$ cat config.mk
export PLATFORM = sky130hd
export DESIGN_NAME = otp_image_header_loader
export DESIGN_NICKNAME = d
export VERILOG_FILES = /design/src/shared/otp_hdr_pkg.sv /design/src/hdl/otp_image_header_loader.sv
export VERILOG_INCLUDE_DIRS = /design/src /design/src/shared
export SDC_FILE = /design/constraint.sdc
export NUM_CORES = 2
export LEC_CHECK = 0
export ABC_AREA = 1
export BUFFER_PORTS_ARGS = -buffer_cell sky130_fd_sc_hd__buf_2
export CORE_MARGIN = 3
export CORE_UTILIZATION = 60
export CTS_CLUSTER_SIZE = 14
export DETAILED_ROUTE_END_ITERATION = 16
export GPL_TIMING_DRIVEN = 1
export PLACE_DENSITY = 0.75
export REMOVE_ABC_BUFFERS = 1
export SLEW_MARGIN = 20
export SYNTH_ARGS = -nofsm -noshare
export SYNTH_HDL_FRONTEND = slang
export SYNTH_SLANG_ARGS = --single-unit
$ cat constraint.sdc
create_clock -name clk -period 6.6 [get_ports clk]
set_input_delay 1.32 -clock clk [delete_from_list [all_inputs] [get_ports clk]]
set_output_delay 1.32 -clock clk [all_outputs]
set_load 0.01 [all_outputs]
$ cat src/shared/otp_hdr_consts.svh
// Purpose: constants of the boot image header loader
// Assumes: image addresses are byte addresses, word index is byte/4
// Notes: definitions only
`ifndef OTP_HDR_CONSTS_SVH
`define OTP_HDR_CONSTS_SVH

// ***********************************************
// image layout
// ***********************************************
`define OH_WORDS 14'd8192
`define OH_VEC_BASE 16'h0000
`define OH_VEC_WORDS 64
`define OH_HDR_BASE 16'h7f00
`define OH_HDR_WORDS 64
`define OH_DBG_ADR 16'h7ffc
`define OH_LEN_ADR 16'h7ff8
`define OH_RSVD_ADR 16'h7ff4
`define OH_BD0_ADR 16'h7fd4
`define OH_BD1_ADR 16'h7fd8
`define OH_SIGSEL_ADR 16'h7fd0
`define OH_SIG_ADR 16'h7f94
`define OH_SIG_WORDS 15
`define OH_TRIM_ADR 16'h7f90
`define OH_TRIM_WORDS 6
`define OH_CAL_ADR 16'h7f78
`define OH_SLEEP_ADR 16'h7f74
`define OH_PKG_ADR 16'h7f70
`define OH_CRC_ADR 16'h7f0c
`define OH_IQ_ADR 16'h7f08
`define OH_APP2_ADR 16'h7f04
`define OH_APP1_ADR 16'h7f00

// ***********************************************
// codes
// ***********************************************
`define OH_APP1_VAL 32'h1234a5a5
`define OH_APP2_VAL 32'ha5a51234
`define OH_CODE_AA 8'haa
`define OH_CODE_55 8'h55
`define OH_CODE_FF 8'hff
`define OH_CODE_99 8'h99
`define OH_CAL_MAGIC 16'ha5a5

// ***********************************************
// load sequence and register offsets
// ***********************************************
`define OH_STEPS 6'd33
`define OH_STEP_TRIM 6'd10
`define OH_STEP_SIG 6'd18
`define OH_REG_CTRL 8'h00
`define OH_REG_STATUS 8'h04
`define OH_REG_LEN 8'h08
`define OH_REG_CAL 8'h0c
`define OH_REG_BD_HI 8'h10
`define OH_REG_BD_LO 8'h14
`define OH_REG_TRIM 8'h20
`define OH_REG_SIG 8'h40
`define OH_CTRL_RST 32'h0000_0000

`endif

$ cat src/shared/otp_hdr_pkg.sv
// Purpose: types of the boot image header loader
// Assumes: used with otp_hdr_consts.svh
// Notes: carriers are packed structs
package otp_hdr_pkg;

  typedef enum logic [2:0] {ST_IDLE, ST_HDR, ST_COPY, ST_RUN} boot_st_e;
  typedef enum logic [1:0] {SIG_NONE, SIG_MD5, SIG_SHA1, SIG_CRC32} sig_alg_e;
  typedef enum logic [1:0] {PKG_KIND0, PKG_KIND1, PKG_KIND2, PKG_BARE_DIE_PACKAGE} pkg_e;
  typedef enum logic {SLEEP_SLOW_CRYSTAL_OSC, SLEEP_PRECISION_RC_OSC} sleep_src_e;
  typedef enum logic [1:0] {REMAP_ROM, REMAP_SYSRAM, REMAP_RETRAM} remap_e;

  // otp array read request and answer
  typedef struct packed {
    logic req;
    logic [12:0] addr;
  } otp_req_s;

  typedef struct packed {
    logic ack;
    logic [31:0] data;
  } otp_rsp_s;

  // system ram write port
  typedef struct packed {
    logic we;
    logic [12:0] addr;
    logic [31:0] data;
  } ram_wr_s;

  // classic wishbone slave side
  typedef struct packed {
    logic cyc;
    logic stb;
    logic we;
    logic [7:0] adr;
    logic [3:0] sel;
    logic [31:0] dat;
  } wb_in_s;

  typedef struct packed {
    logic ack;
    logic [31:0] dat;
  } wb_out_s;

  // decoded header contents
  typedef struct packed {
    logic app_present;
    logic debug_en;
    sleep_src_e sleep_src;
    pkg_e pkg;
    sig_alg_e sig;
    logic cal_done;
    logic [5:0] cal_valid;
    logic [13:0] copy_len;
    logic [63:0] bd_addr;
  } hdr_cfg_s;

endpackage : otp_hdr_pkg

$ cat src/hdl/otp_image_header_loader.sv
// Purpose: reads the image header at boot or wake, decodes it, mirrors code
// Assumes: otp and ram partners run on clk; wishbone classic slave
// Notes: otp answers one word per ack; ram write held until ram_ready
//
// Local design decisions: the Wishbone slave port and the register addresses.
`timescale 1ns/1ns
`include "otp_hdr_consts.svh"

module otp_image_header_loader
  import otp_hdr_pkg::*;
#(
  parameter int STEPS = 33
) (
  input wire logic clk,
  input wire logic rst_b,
  input wire logic ce,
  input wire logic start,
  output otp_req_s otp_o,
  input wire otp_rsp_s otp_i,
  output ram_wr_s ram_o,
  input wire logic ram_ready,
  input wire wb_in_s wb_i,
  output wb_out_s wb_o,
  output hdr_cfg_s cfg,
  output logic normal_mode,
  output logic busy,
  output logic done,
  output logic cpu_restart,
  output remap_e remap
);

  // *********************************************
  // state
  // *********************************************
  typedef struct packed {
    boot_st_e st;
    logic [5:0] step;
    logic [13:0] idx;
    logic wr;
    logic [31:0] ram_d;
    logic ack;
    logic [31:0] wb_dat;
    logic dev_ret;
    logic done;
    logic rst_pulse;
    remap_e remap;
    logic normal;
    hdr_cfg_s cfg;
    logic [STEPS-1:0][31:0] raw;
  } state_s;

  state_s s_r;
  state_s s_nxt;
  logic go;
  logic [31:0] rd_mux;
  logic [5:0] roff;

  // *********************************************
  // helpers
  // *********************************************
  // whole word must hold the byte four times
  function automatic logic rep(input logic [31:0] w, input logic [7:0] b);
    rep = (w == {4{b}});
  endfunction : rep

  function automatic logic [12:0] widx(input logic [15:0] badr);
    widx = badr[14:2];
  endfunction : widx

  // header word fetched at each load step
  function automatic logic [12:0] hdr_adr(input logic [5:0] s);
    logic [15:0] a;
    a = 16'h0000;
    case (s)
      6'd0: a = `OH_APP1_ADR;
      6'd1: a = `OH_APP2_ADR;
      6'd2: a = `OH_DBG_ADR;
      6'd3: a = `OH_LEN_ADR;
      6'd4: a = `OH_BD0_ADR;
      6'd5: a = `OH_BD1_ADR;
      6'd6: a = `OH_SIGSEL_ADR;
      6'd7: a = `OH_CAL_ADR;
      6'd8: a = `OH_SLEEP_ADR;
      6'd9: a = `OH_PKG_ADR;
      6'd16: a = `OH_CRC_ADR;
      6'd17: a = `OH_IQ_ADR;
      default: begin
        if (s < `OH_STEP_SIG) begin
          // trims walk downward from the top trim
          a = `OH_TRIM_ADR - {8'h00, s - `OH_STEP_TRIM, 2'b00};
        end else begin
          a = `OH_SIG_ADR + {8'h00, s - `OH_STEP_SIG, 2'b00};
        end
      end
    endcase
    hdr_adr = widx(a);
  endfunction : hdr_adr

  // decode of the captured words
  function automatic hdr_cfg_s decode(input logic [STEPS-1:0][31:0] r);
    hdr_cfg_s c;
    c = '0;
    c.app_present = (r[0] == `OH_APP1_VAL) && (r[1] == `OH_APP2_VAL);
    // only 0xaa in all four bytes turns debug off, anything else keeps it
    c.debug_en = !rep(r[2], `OH_CODE_AA);
    // clamp so a corrupt length cannot run past the array
    c.copy_len = (r[3] > {18'h0, `OH_WORDS}) ? `OH_WORDS : r[3][13:0];
    // lowest byte address sits in lane 0, so it leads the string
    c.bd_addr = {r[4][7:0], r[4][15:8], r[4][23:16], r[4][31:24],
                 r[5][7:0], r[5][15:8], r[5][23:16], r[5][31:24]};
    if (rep(r[6], `OH_CODE_AA)) begin
      c.sig = SIG_MD5;
    end else if (rep(r[6], `OH_CODE_55)) begin
      c.sig = SIG_SHA1;
    end else if (rep(r[6], `OH_CODE_FF)) begin
      c.sig = SIG_CRC32;
    end else begin
      c.sig = SIG_NONE;
    end
    c.cal_done = (r[7][31:16] == `OH_CAL_MAGIC);
    c.cal_valid = c.cal_done ? r[7][5:0] : 6'h00;
    c.sleep_src = rep(r[8], `OH_CODE_AA) ? SLEEP_PRECISION_RC_OSC
                                         : SLEEP_SLOW_CRYSTAL_OSC;
    if (rep(r[9], `OH_CODE_AA)) begin
      c.pkg = PKG_KIND1;
    end else if (rep(r[9], `OH_CODE_55)) begin
      c.pkg = PKG_KIND2;
    end else if (rep(r[9], `OH_CODE_99)) begin
      c.pkg = PKG_BARE_DIE_PACKAGE;
    end else begin
      c.pkg = PKG_KIND0;
    end
    decode = c;
  endfunction : decode

  // *********************************************
  // register read mux
  // *********************************************
  assign roff = wb_i.adr[7:2];
  always_comb begin
    rd_mux = 32'h0000_0000; // unmapped reads as zero
    if (wb_i.adr == `OH_REG_CTRL) begin
      rd_mux = {30'h0, s_r.dev_ret, 1'b0};
    end else if (wb_i.adr == `OH_REG_STATUS) begin
      // status packs the decoded flags, done on top at bit 16
      rd_mux = {15'h0, s_r.done, busy, s_r.cfg.app_present, s_r.normal,
                s_r.cfg.debug_en, s_r.cfg.sleep_src, s_r.cfg.pkg, s_r.cfg.sig,
                s_r.cfg.cal_done, s_r.cfg.cal_valid};
    end else if (wb_i.adr == `OH_REG_LEN) begin
      rd_mux = {18'h0, s_r.cfg.copy_len};
    end else if (wb_i.adr == `OH_REG_CAL) begin
      rd_mux = s_r.raw[7];
    end else if (wb_i.adr == `OH_REG_BD_HI) begin
      rd_mux = s_r.cfg.bd_addr[63:32];
    end else if (wb_i.adr == `OH_REG_BD_LO) begin
      rd_mux = s_r.cfg.bd_addr[31:0];
    end else if (roff >= 6'd8 && roff < 6'd16) begin
      // six trims, then checksum and iq trim
      rd_mux = s_r.raw[6'd2 + roff];
    end else if (roff >= 6'd16 && roff < 6'd31) begin
      rd_mux = s_r.raw[6'd2 + roff];
    end
  end

  // *********************************************
  // next state
  // *********************************************
  always_comb begin
    go = 1'b0;
    s_nxt = s_r;
    s_nxt.ack = 1'b0;
    s_nxt.rst_pulse = 1'b0;
    // classic single cycle: one ack, then a gap
    if (wb_i.cyc && wb_i.stb && !s_r.ack) begin
      s_nxt.ack = 1'b1;
      s_nxt.wb_dat = rd_mux;
      if (wb_i.we && wb_i.sel[0] && wb_i.adr == `OH_REG_CTRL) begin
        s_nxt.dev_ret = wb_i.dat[1];
        go = wb_i.dat[0];
      end
    end
    case (s_r.st)
      ST_IDLE: begin
        if (start || go) begin
          s_nxt.st = ST_HDR;
          s_nxt.step = 6'd0;
          s_nxt.done = 1'b0;
          s_nxt.remap = REMAP_ROM;
        end
      end
      ST_HDR: begin
        if (otp_i.ack) begin
          s_nxt.raw[s_r.step] = otp_i.data;
          if (s_r.step == `OH_STEPS - 6'd1) begin
            s_nxt.cfg = decode(s_nxt.raw);
            // blank image fails the flags and stays in development
            s_nxt.normal = s_nxt.cfg.app_present;
            s_nxt.idx = 14'd0;
            s_nxt.wr = 1'b0;
            s_nxt.st = (s_nxt.cfg.app_present && s_nxt.cfg.copy_len != 14'd0) ? ST_COPY : ST_RUN;
          end else begin
            s_nxt.step = s_r.step + 6'd1;
          end
        end
      end
      ST_COPY: begin
        // one word read, then held on the ram port until taken
        if (!s_r.wr) begin
          if (otp_i.ack) begin
            s_nxt.ram_d = otp_i.data;
            s_nxt.wr = 1'b1;
          end
        end else if (ram_ready) begin
          s_nxt.wr = 1'b0;
          s_nxt.idx = s_r.idx + 14'd1;
          if (s_r.idx + 14'd1 == s_r.cfg.copy_len) begin
            s_nxt.st = ST_RUN;
          end
        end
      end
      ST_RUN: begin
        s_nxt.rst_pulse = 1'b1;
        s_nxt.done = 1'b1;
        // normal runs the mirror, development the retention ram when dev_ret is set, else the mirror
        s_nxt.remap = s_r.normal ? REMAP_SYSRAM
                    : (s_r.dev_ret ? REMAP_RETRAM : REMAP_SYSRAM);
        s_nxt.st = ST_IDLE;
      end
      default: begin
        s_nxt.st = ST_IDLE;
      end
    endcase
  end

  // clock enable low freezes everything
  always_ff @(posedge clk or negedge rst_b) begin
    if (!rst_b) begin
      s_r <= '0;
    end else if (ce) begin
      s_r <= s_nxt;
    end
  end

  // *********************************************
  // outputs
  // *********************************************
  assign otp_o.req = (s_r.st == ST_HDR) || (s_r.st == ST_COPY && !s_r.wr);
  assign otp_o.addr = (s_r.st == ST_HDR) ? hdr_adr(s_r.step) : s_r.idx[12:0];
  assign ram_o.we = (s_r.st == ST_COPY) && s_r.wr;
  assign ram_o.addr = s_r.idx[12:0];
  assign ram_o.data = s_r.ram_d;
  assign wb_o.ack = s_r.ack;
  assign wb_o.dat = s_r.wb_dat;
  assign cfg = s_r.cfg;
  assign normal_mode = s_r.normal;
  assign busy = (s_r.st != ST_IDLE);
  assign done = s_r.done;
  assign cpu_restart = s_r.rst_pulse;
  assign remap = s_r.remap;
endmodule : otp_image_header_loader

# Word-level counts from Yosys, hierarchy flattened
# Cells that the tools add are included.
[word_totals]
regBits = 1242
in_bits = 85
out_inout_bits = 191
elab_cells = 195
[classes]
add_sub_neg = 7
magnitude_cmp = 9
n_eq_ne = 39
muxes = 52
bitwise_logic = 1
reduce_logical = 34
[ops]
columns = ["operator", "count"]
rows = [
  ["1056-bit bitwise mux", 1],
  ["32-bit 2-to-1 mux", 10],
  ["32-bit == test (second input constant)", 7],
  ["32-bit binary-select mux with 6-bit select", 1],
  ["32-bit demux with 6-bit select", 1],
  ["15-bit one-hot mux with 12 select lines", 1],
  ["32-bit by 31-bit == test with 1-bit output (second input constant)", 2],
  ["15-bit 2-to-1 mux", 3],
  ["34-bit 2-to-1 mux", 1],
  ["33-bit 2-to-1 mux", 1],
  ["32-bit by 29-bit == test with 1-bit output (second input constant)", 1],
  ["32-bit by 14-bit greater-than comparator with 1-bit output (second input constant)", 1],
  ["15-bit one-hot mux with 2 select lines", 1],
  ["14-bit 2-to-1 mux", 2],
  ["6-bit by 3-bit == test with 1-bit output (second input constant)", 4],
  ["24-bit 2-to-1 mux", 1],
  ["6-bit by 5-bit < comparator with 1-bit output (second input constant)", 3],
  ["2-bit 2-to-1 mux", 9],
  ["16-bit == test (second input constant)", 1],
  ["8-bit by 4-bit == test with 1-bit output (second input constant)", 2],
  ["8-bit by 5-bit == test with 1-bit output (second input constant)", 2],
  ["15-bit by 8-bit adder with 15-bit output (first input constant)", 1],
  ["15-bit by 8-bit subtractor with 15-bit output (first input constant)", 1],
  ["14-bit by 1-bit adder with 14-bit output (second input constant)", 1],
  ["43 further kinds", 84],
]

# Logic depth before layout (Yosys ltp)
[logic_depth]
depth_word = 13
mapped_depth = 20
ltp_nobuf = 18

# Worst setup path before layout
# No wires, ideal clock.
[synth_path]
path_kind = "reg-to-output"
start = "register s_r[1234] (netlist name)"
end = "output otp_o[4] (netlist name)"
arrival_ns = 2.099
path_slack_ns = 3.181
stages_incl_launch_ff = 13
path_cell_list = "dfrtp_1 > buf_2 > inv_2 > ha_1 > o211ai_1 > nand2_1 > nor2_1 > nand2_1 > nor2_1 > inv_1 > o311ai_0 > o21ai_0 > inv_1"
[synth_rtl]
columns = ["item", "line", "text"]
rows = [
  ["from (decl)", "otp_image_header_loader.sv:52", "state_s s_r;"],
  ["from (signal assigned)", "otp_image_header_loader.sv:240", "s_r <= s_nxt;"],
  ["to (decl)", "otp_image_header_loader.sv:18", "output otp_req_s otp_o,"],
]

==> flow_results.org <==
** Final layout
- Area Growth Syn to Fin :: 8.46%
- Most common library cell in the layout ignoring fill and taps :: sky130_fd_sc_hd__nand2_1
- Commonest cells after routing, fill and taps aside :: sky130_fd_sc_hd__nand2_1 (2,898), sky130_fd_sc_hd__o21ai_0 (1,427), sky130_fd_sc_hd__dfrtp_1 (1,241)
- Once layout is complete, the utilization of the core stands at around two thirds.
- The filler cells instantiated in the layout total between 8,000 and 9,000.
- Cells with a size suffix above 1 make up about 8.3% of the layout.
- At the end of the flow, the number of nets in the layout was approximately 8,000.
- Final std cell area, no fill :: 66,900 µm²

** CTS
- The number of hold buffers added after CTS was 0.
- Clock tree from TritonCTS :: built
- Post-CTS timing repair inserted 0 buffers for setup.
- The later pin in the worst-skew pair is clocked with a latency of roughly 760 ps.
- Number of cells upsized or downsized after cts :: 0
- The clock passes through at most 3 buffers.
- Clock-pin slew on the worst setup and hold paths :: around 60 ps
- The clock drives 1,241 sinks.
- The number of clock buffers added by TritonCTS is about 130.
- The H-tree generated during clock tree synthesis spans 4 levels.
- CTS placed an instance of sky130_fd_sc_hd__clkbuf_16 at the clock tree root.

** Critical path
- The setup check on the worst reg-to-reg path leaves a slack of 1870 ps.
- The slowest stage of the critical path is the sky130_fd_sc_hd__dfrtp_1 cell.
- In this run the critical register-to-register path is launched from s_r[1238].
- STA classifies the critical path endpoint as an output pin.
- Delay of the slowest cell on the worst path :: just under 600 ps
- Type of origin of the critical path :: register
- Traced cell by cell, the critical path runs through inv_2 -> ha_1 -> o211ai_1 -> nand2_1 -> nor2_1 -> nand2_1 -> nor2_1 -> inv_1 -> o21ai_0 -> o21ai_0 -> buf_2.
- The critical path is of the reg2out type.
- Reg2reg path depth :: 14
- Data on the critical path arrives at its endpoint at about 3700 ps.
- In this run the worst path has a maximum fanout of 11.
- Capturing point of the worst reg2reg path :: cfg[88]
- Critical path required time :: 5280 ps

** Timing
- At the pin with the least slew margin, the transition time is approximately 1300 ps.
- Tightest hold margin :: approximately 480 ps
- Setup repair after global routing left no endpoint under its margin.
- The number of hold violations in the final report is 0.
- Timing would allow up to 0.199 GHz.
- In the final timing run, aggregate negative setup slack is 0 ps.
- Setup clock skew after layout :: around 25 ps
- Final cycle utilization of the critical path :: 76.3%
- Headroom to the max-slew limit came out at 16.2%.
- Counting I/O delays and the setup requirement, the final critical path takes 5030 ps.
- The final max-slew violation count came to 0.
- Final number of setup-violating endpoints :: 0

** Pwr
- Overall power after layout :: around 22 mW
- The worst-case IR drop observed on VDD is between 200 and 300 µV.
- For this design the static power due to leakage is around 32 nW.
- Dividing total power by cell area gives a power density of between 300 and 400 nW/µm².

** Detailed routing
- In the routed layout, each cell is associated on average with a via count of around 6.2.
- After detailed routing, the number of remaining DRC violations is 0.
- The detailed router placed between 50,000 and 60,000 vias in this run.
- After the first detailed-routing iteration, the DRC count stood at slightly below 9,000.
- The first TritonRoute pass finished after 7 iterations.
- In this run the remaining antenna-violating nets after routing total 0.
- The final layout contains routed wiring with a total length of about 220 mm.
- After detailed routing, the average wire length per cell comes to between 20 and 25 µm.

** Yosys
- Cell Area, Synth :: ~62,000 µm²
- By area the synthesized netlist is led by sky130_fd_sc_hd__dfrtp_1 (50%), sky130_fd_sc_hd__nand2_1 (18%), sky130_fd_sc_hd__o21ai_0 (12%).
- Dominant synthesized flop cell :: sky130_fd_sc_hd__dfrtp_1
- The synthesized design contains 0 enable-type register cells.
- Summed over all instances, the cell type with the most area after synthesis is sky130_fd_sc_hd__dfrtp_1.
- Yosys mapped the design onto between 40 and 50 distinct sky130hd cell types.
- Share of Yosys cell area claimed by the top area cell type :: between 50% and 60%
- Number of instances in the synthesized netlist :: 8,116
- Synth Warn # :: 0
- Register bit total from synthesis :: 1,241
- Average size of a mapped cell :: ~7.6 µm²
- Share of synthesized flip-flops with an asynchronous set or reset :: 100%
- For this run, the register share of the synthesized area comes to about half.

** Min path
- Start point of the worst min-delay path :: wb_o[24]
- Worst min-delay path category :: reg2reg
- Hold Path Stages :: 2
- The path with the worst hold slack has its endpoint at wb_o[24].

** Floorplan
- In this run the horizontal extent of the chip is 327 µm.
- The floorplan has about 120 rows.
- DIE AREA :: 107,000 µm²
- Initial core utilization :: slightly above 60%
- For this design the top-level I/O count stands at 276.
- The floorplan step defined a core boundary enclosing roughly 100,000 µm².
- Die Y :: approximately 330 µm

** Placement
- In this run the cell area measured after placement is approximately 63,000 µm².
- GPL Wtd Cong :: roughly 0.98
- The wire-length estimate of the detail-placed layout is roughly 140 mm.
- Count of input and output buffers :: 242

** Outcome
- The flow ran to the end, and the final reports show no timing, DRC or antenna violations.

** Global route
- Maximum number of pins on one net before global-route repair :: about 160
- The first global-routing pass estimated 326 mm of wire.
- The via count of the first global-routing pass is between 50,000 and 60,000.
- Initial antenna violation count :: 10
- Global routing used about 40% of the available tracks.
- For this run the aggregate overflow at the end of global routing stands at 0.

** Job
- The tool flagged a number of max-cap violations equal to 0.
-- registers in the layout, indices dropped and copies added (netlist names) --
name	flops
s_r	1067
cfg	92
ram_o	45
wb_o	33
remap	2
cpu_restart	1
done	1
-- per-stage QoR --
step           setup slack [ps]  std cells
3_5_place_dp               1760       9094
4_1_cts                    1550       9324
6_report                   1570       9331
3_3_place_gp               1810       9094
5_1_grt                    1310       9325
2_1_floorplan             -6520       7350
-- worst max-delay path by stage --
stage	startpoint	to	slack, ps
final	s_r[1234]	otp_o[9]	1570
after global routing	s_r[1234]	otp_o[9]	1310
after CTS	s_r[1234]	otp_o[9]	1550
after detailed placement	wb_i[39]	wb_o[31]	1760
after global placement	wb_i[39]	wb_o[31]	1810
after floorplan	ce	cfg[10]	-6520
-- report_power, final --
part           total, mW  internal, mW  switching, mW  leakage (nW)
logic               5.24          1.50           3.74          12.6
registers           9.07          8.44          0.625          17.0
clock network       7.55          4.41           3.14          2.15
-- per-layer routing --
metal	vias to the layer above	GRT usage [%]	wire length, µm
met5	-	0	23
met4	4	20.9	12600
met3	666	11.2	28700
met2	3739	58.3	92900
met1	27500	54.7	82800
li1	25800	-	-
-- cell usage after synthesis, types with 2 or more instances --
cell and instances:
sky130_fd_sc_hd__xor2_1 16, sky130_fd_sc_hd__or2_2 10, sky130_fd_sc_hd__o221ai_1 10, sky130_fd_sc_hd__o21ai_1 32, sky130_fd_sc_hd__o31ai_1 7, sky130_fd_sc_hd__nor2_2 2
sky130_fd_sc_hd__o311ai_0 3, sky130_fd_sc_hd__and3_1 2, sky130_fd_sc_hd__nor4_1 10, sky130_fd_sc_hd__inv_1 375, sky130_fd_sc_hd__nand4_1 202, sky130_fd_sc_hd__a21oi_1 231
sky130_fd_sc_hd__nand2_1 2926, sky130_fd_sc_hd__nand2_4 2, sky130_fd_sc_hd__nor3_1 35, sky130_fd_sc_hd__a31oi_1 5, sky130_fd_sc_hd__nand2_2 3, sky130_fd_sc_hd__o21ai_0 1427
sky130_fd_sc_hd__buf_4 178, sky130_fd_sc_hd__buf_6 4, sky130_fd_sc_hd__o211ai_1 19, sky130_fd_sc_hd__xnor2_1 5, sky130_fd_sc_hd__and2_1 3, sky130_fd_sc_hd__nor2_4 3
sky130_fd_sc_hd__inv_2 7, sky130_fd_sc_hd__nor2_1 307, sky130_fd_sc_hd__buf_1 51, sky130_fd_sc_hd__clkbuf_1 463, sky130_fd_sc_hd__dfrtp_1 1241, sky130_fd_sc_hd__nand3b_1 8
sky130_fd_sc_hd__a21boi_0 3, sky130_fd_sc_hd__o22ai_1 30, sky130_fd_sc_hd__buf_2 69, sky130_fd_sc_hd__ha_1 16, sky130_fd_sc_hd__o21a_1 12, sky130_fd_sc_hd__o2111ai_1 11
sky130_fd_sc_hd__nand3_1 344, sky130_fd_sc_hd__a22oi_1 33
-- kinds of logic (layout without fill, tap and decap cells) --
group           Yosys count  after routing  share of synthesized area, %
flops                  1241           1241                          50.3
xor+xnor                 21             21                         0.298
other cells               0              7                             0
simple gates           3862           3862                          25.4
compound gates         1826           1826                          15.3
buf+inv                1150           1001                          8.28
fa+ha+maj                16             16                         0.325
-- critical path: cells and delay by family, from the launching register on --
| kind | cells | cell delay (ps) |
|---|---|---|
| compound gates | 3 | 930 |
| fa+ha+maj | 1 | 270 |
| buf+inv | 3 | 520 |
| flops | 1 | 590 |
| simple gates | 4 | 640 |
-- area by class of cell --
cell class | count | area, µm² | area share [%]
diodes | 7 | 17.5 | 0.0262
clock buffers | 194 | 3900 | 5.83
clock inverters | 36 | 450 | 0.673
inverters | 384 | 1460 | 2.18
multi-input cells | 5725 | 25800 | 38.5
flip-flops and latches | 1241 | 31100 | 46.4
well taps | 1357 | 1700 | 2.54
repair buffers | 387 | 2560 | 3.82
(Power assumes the default switching activity.)
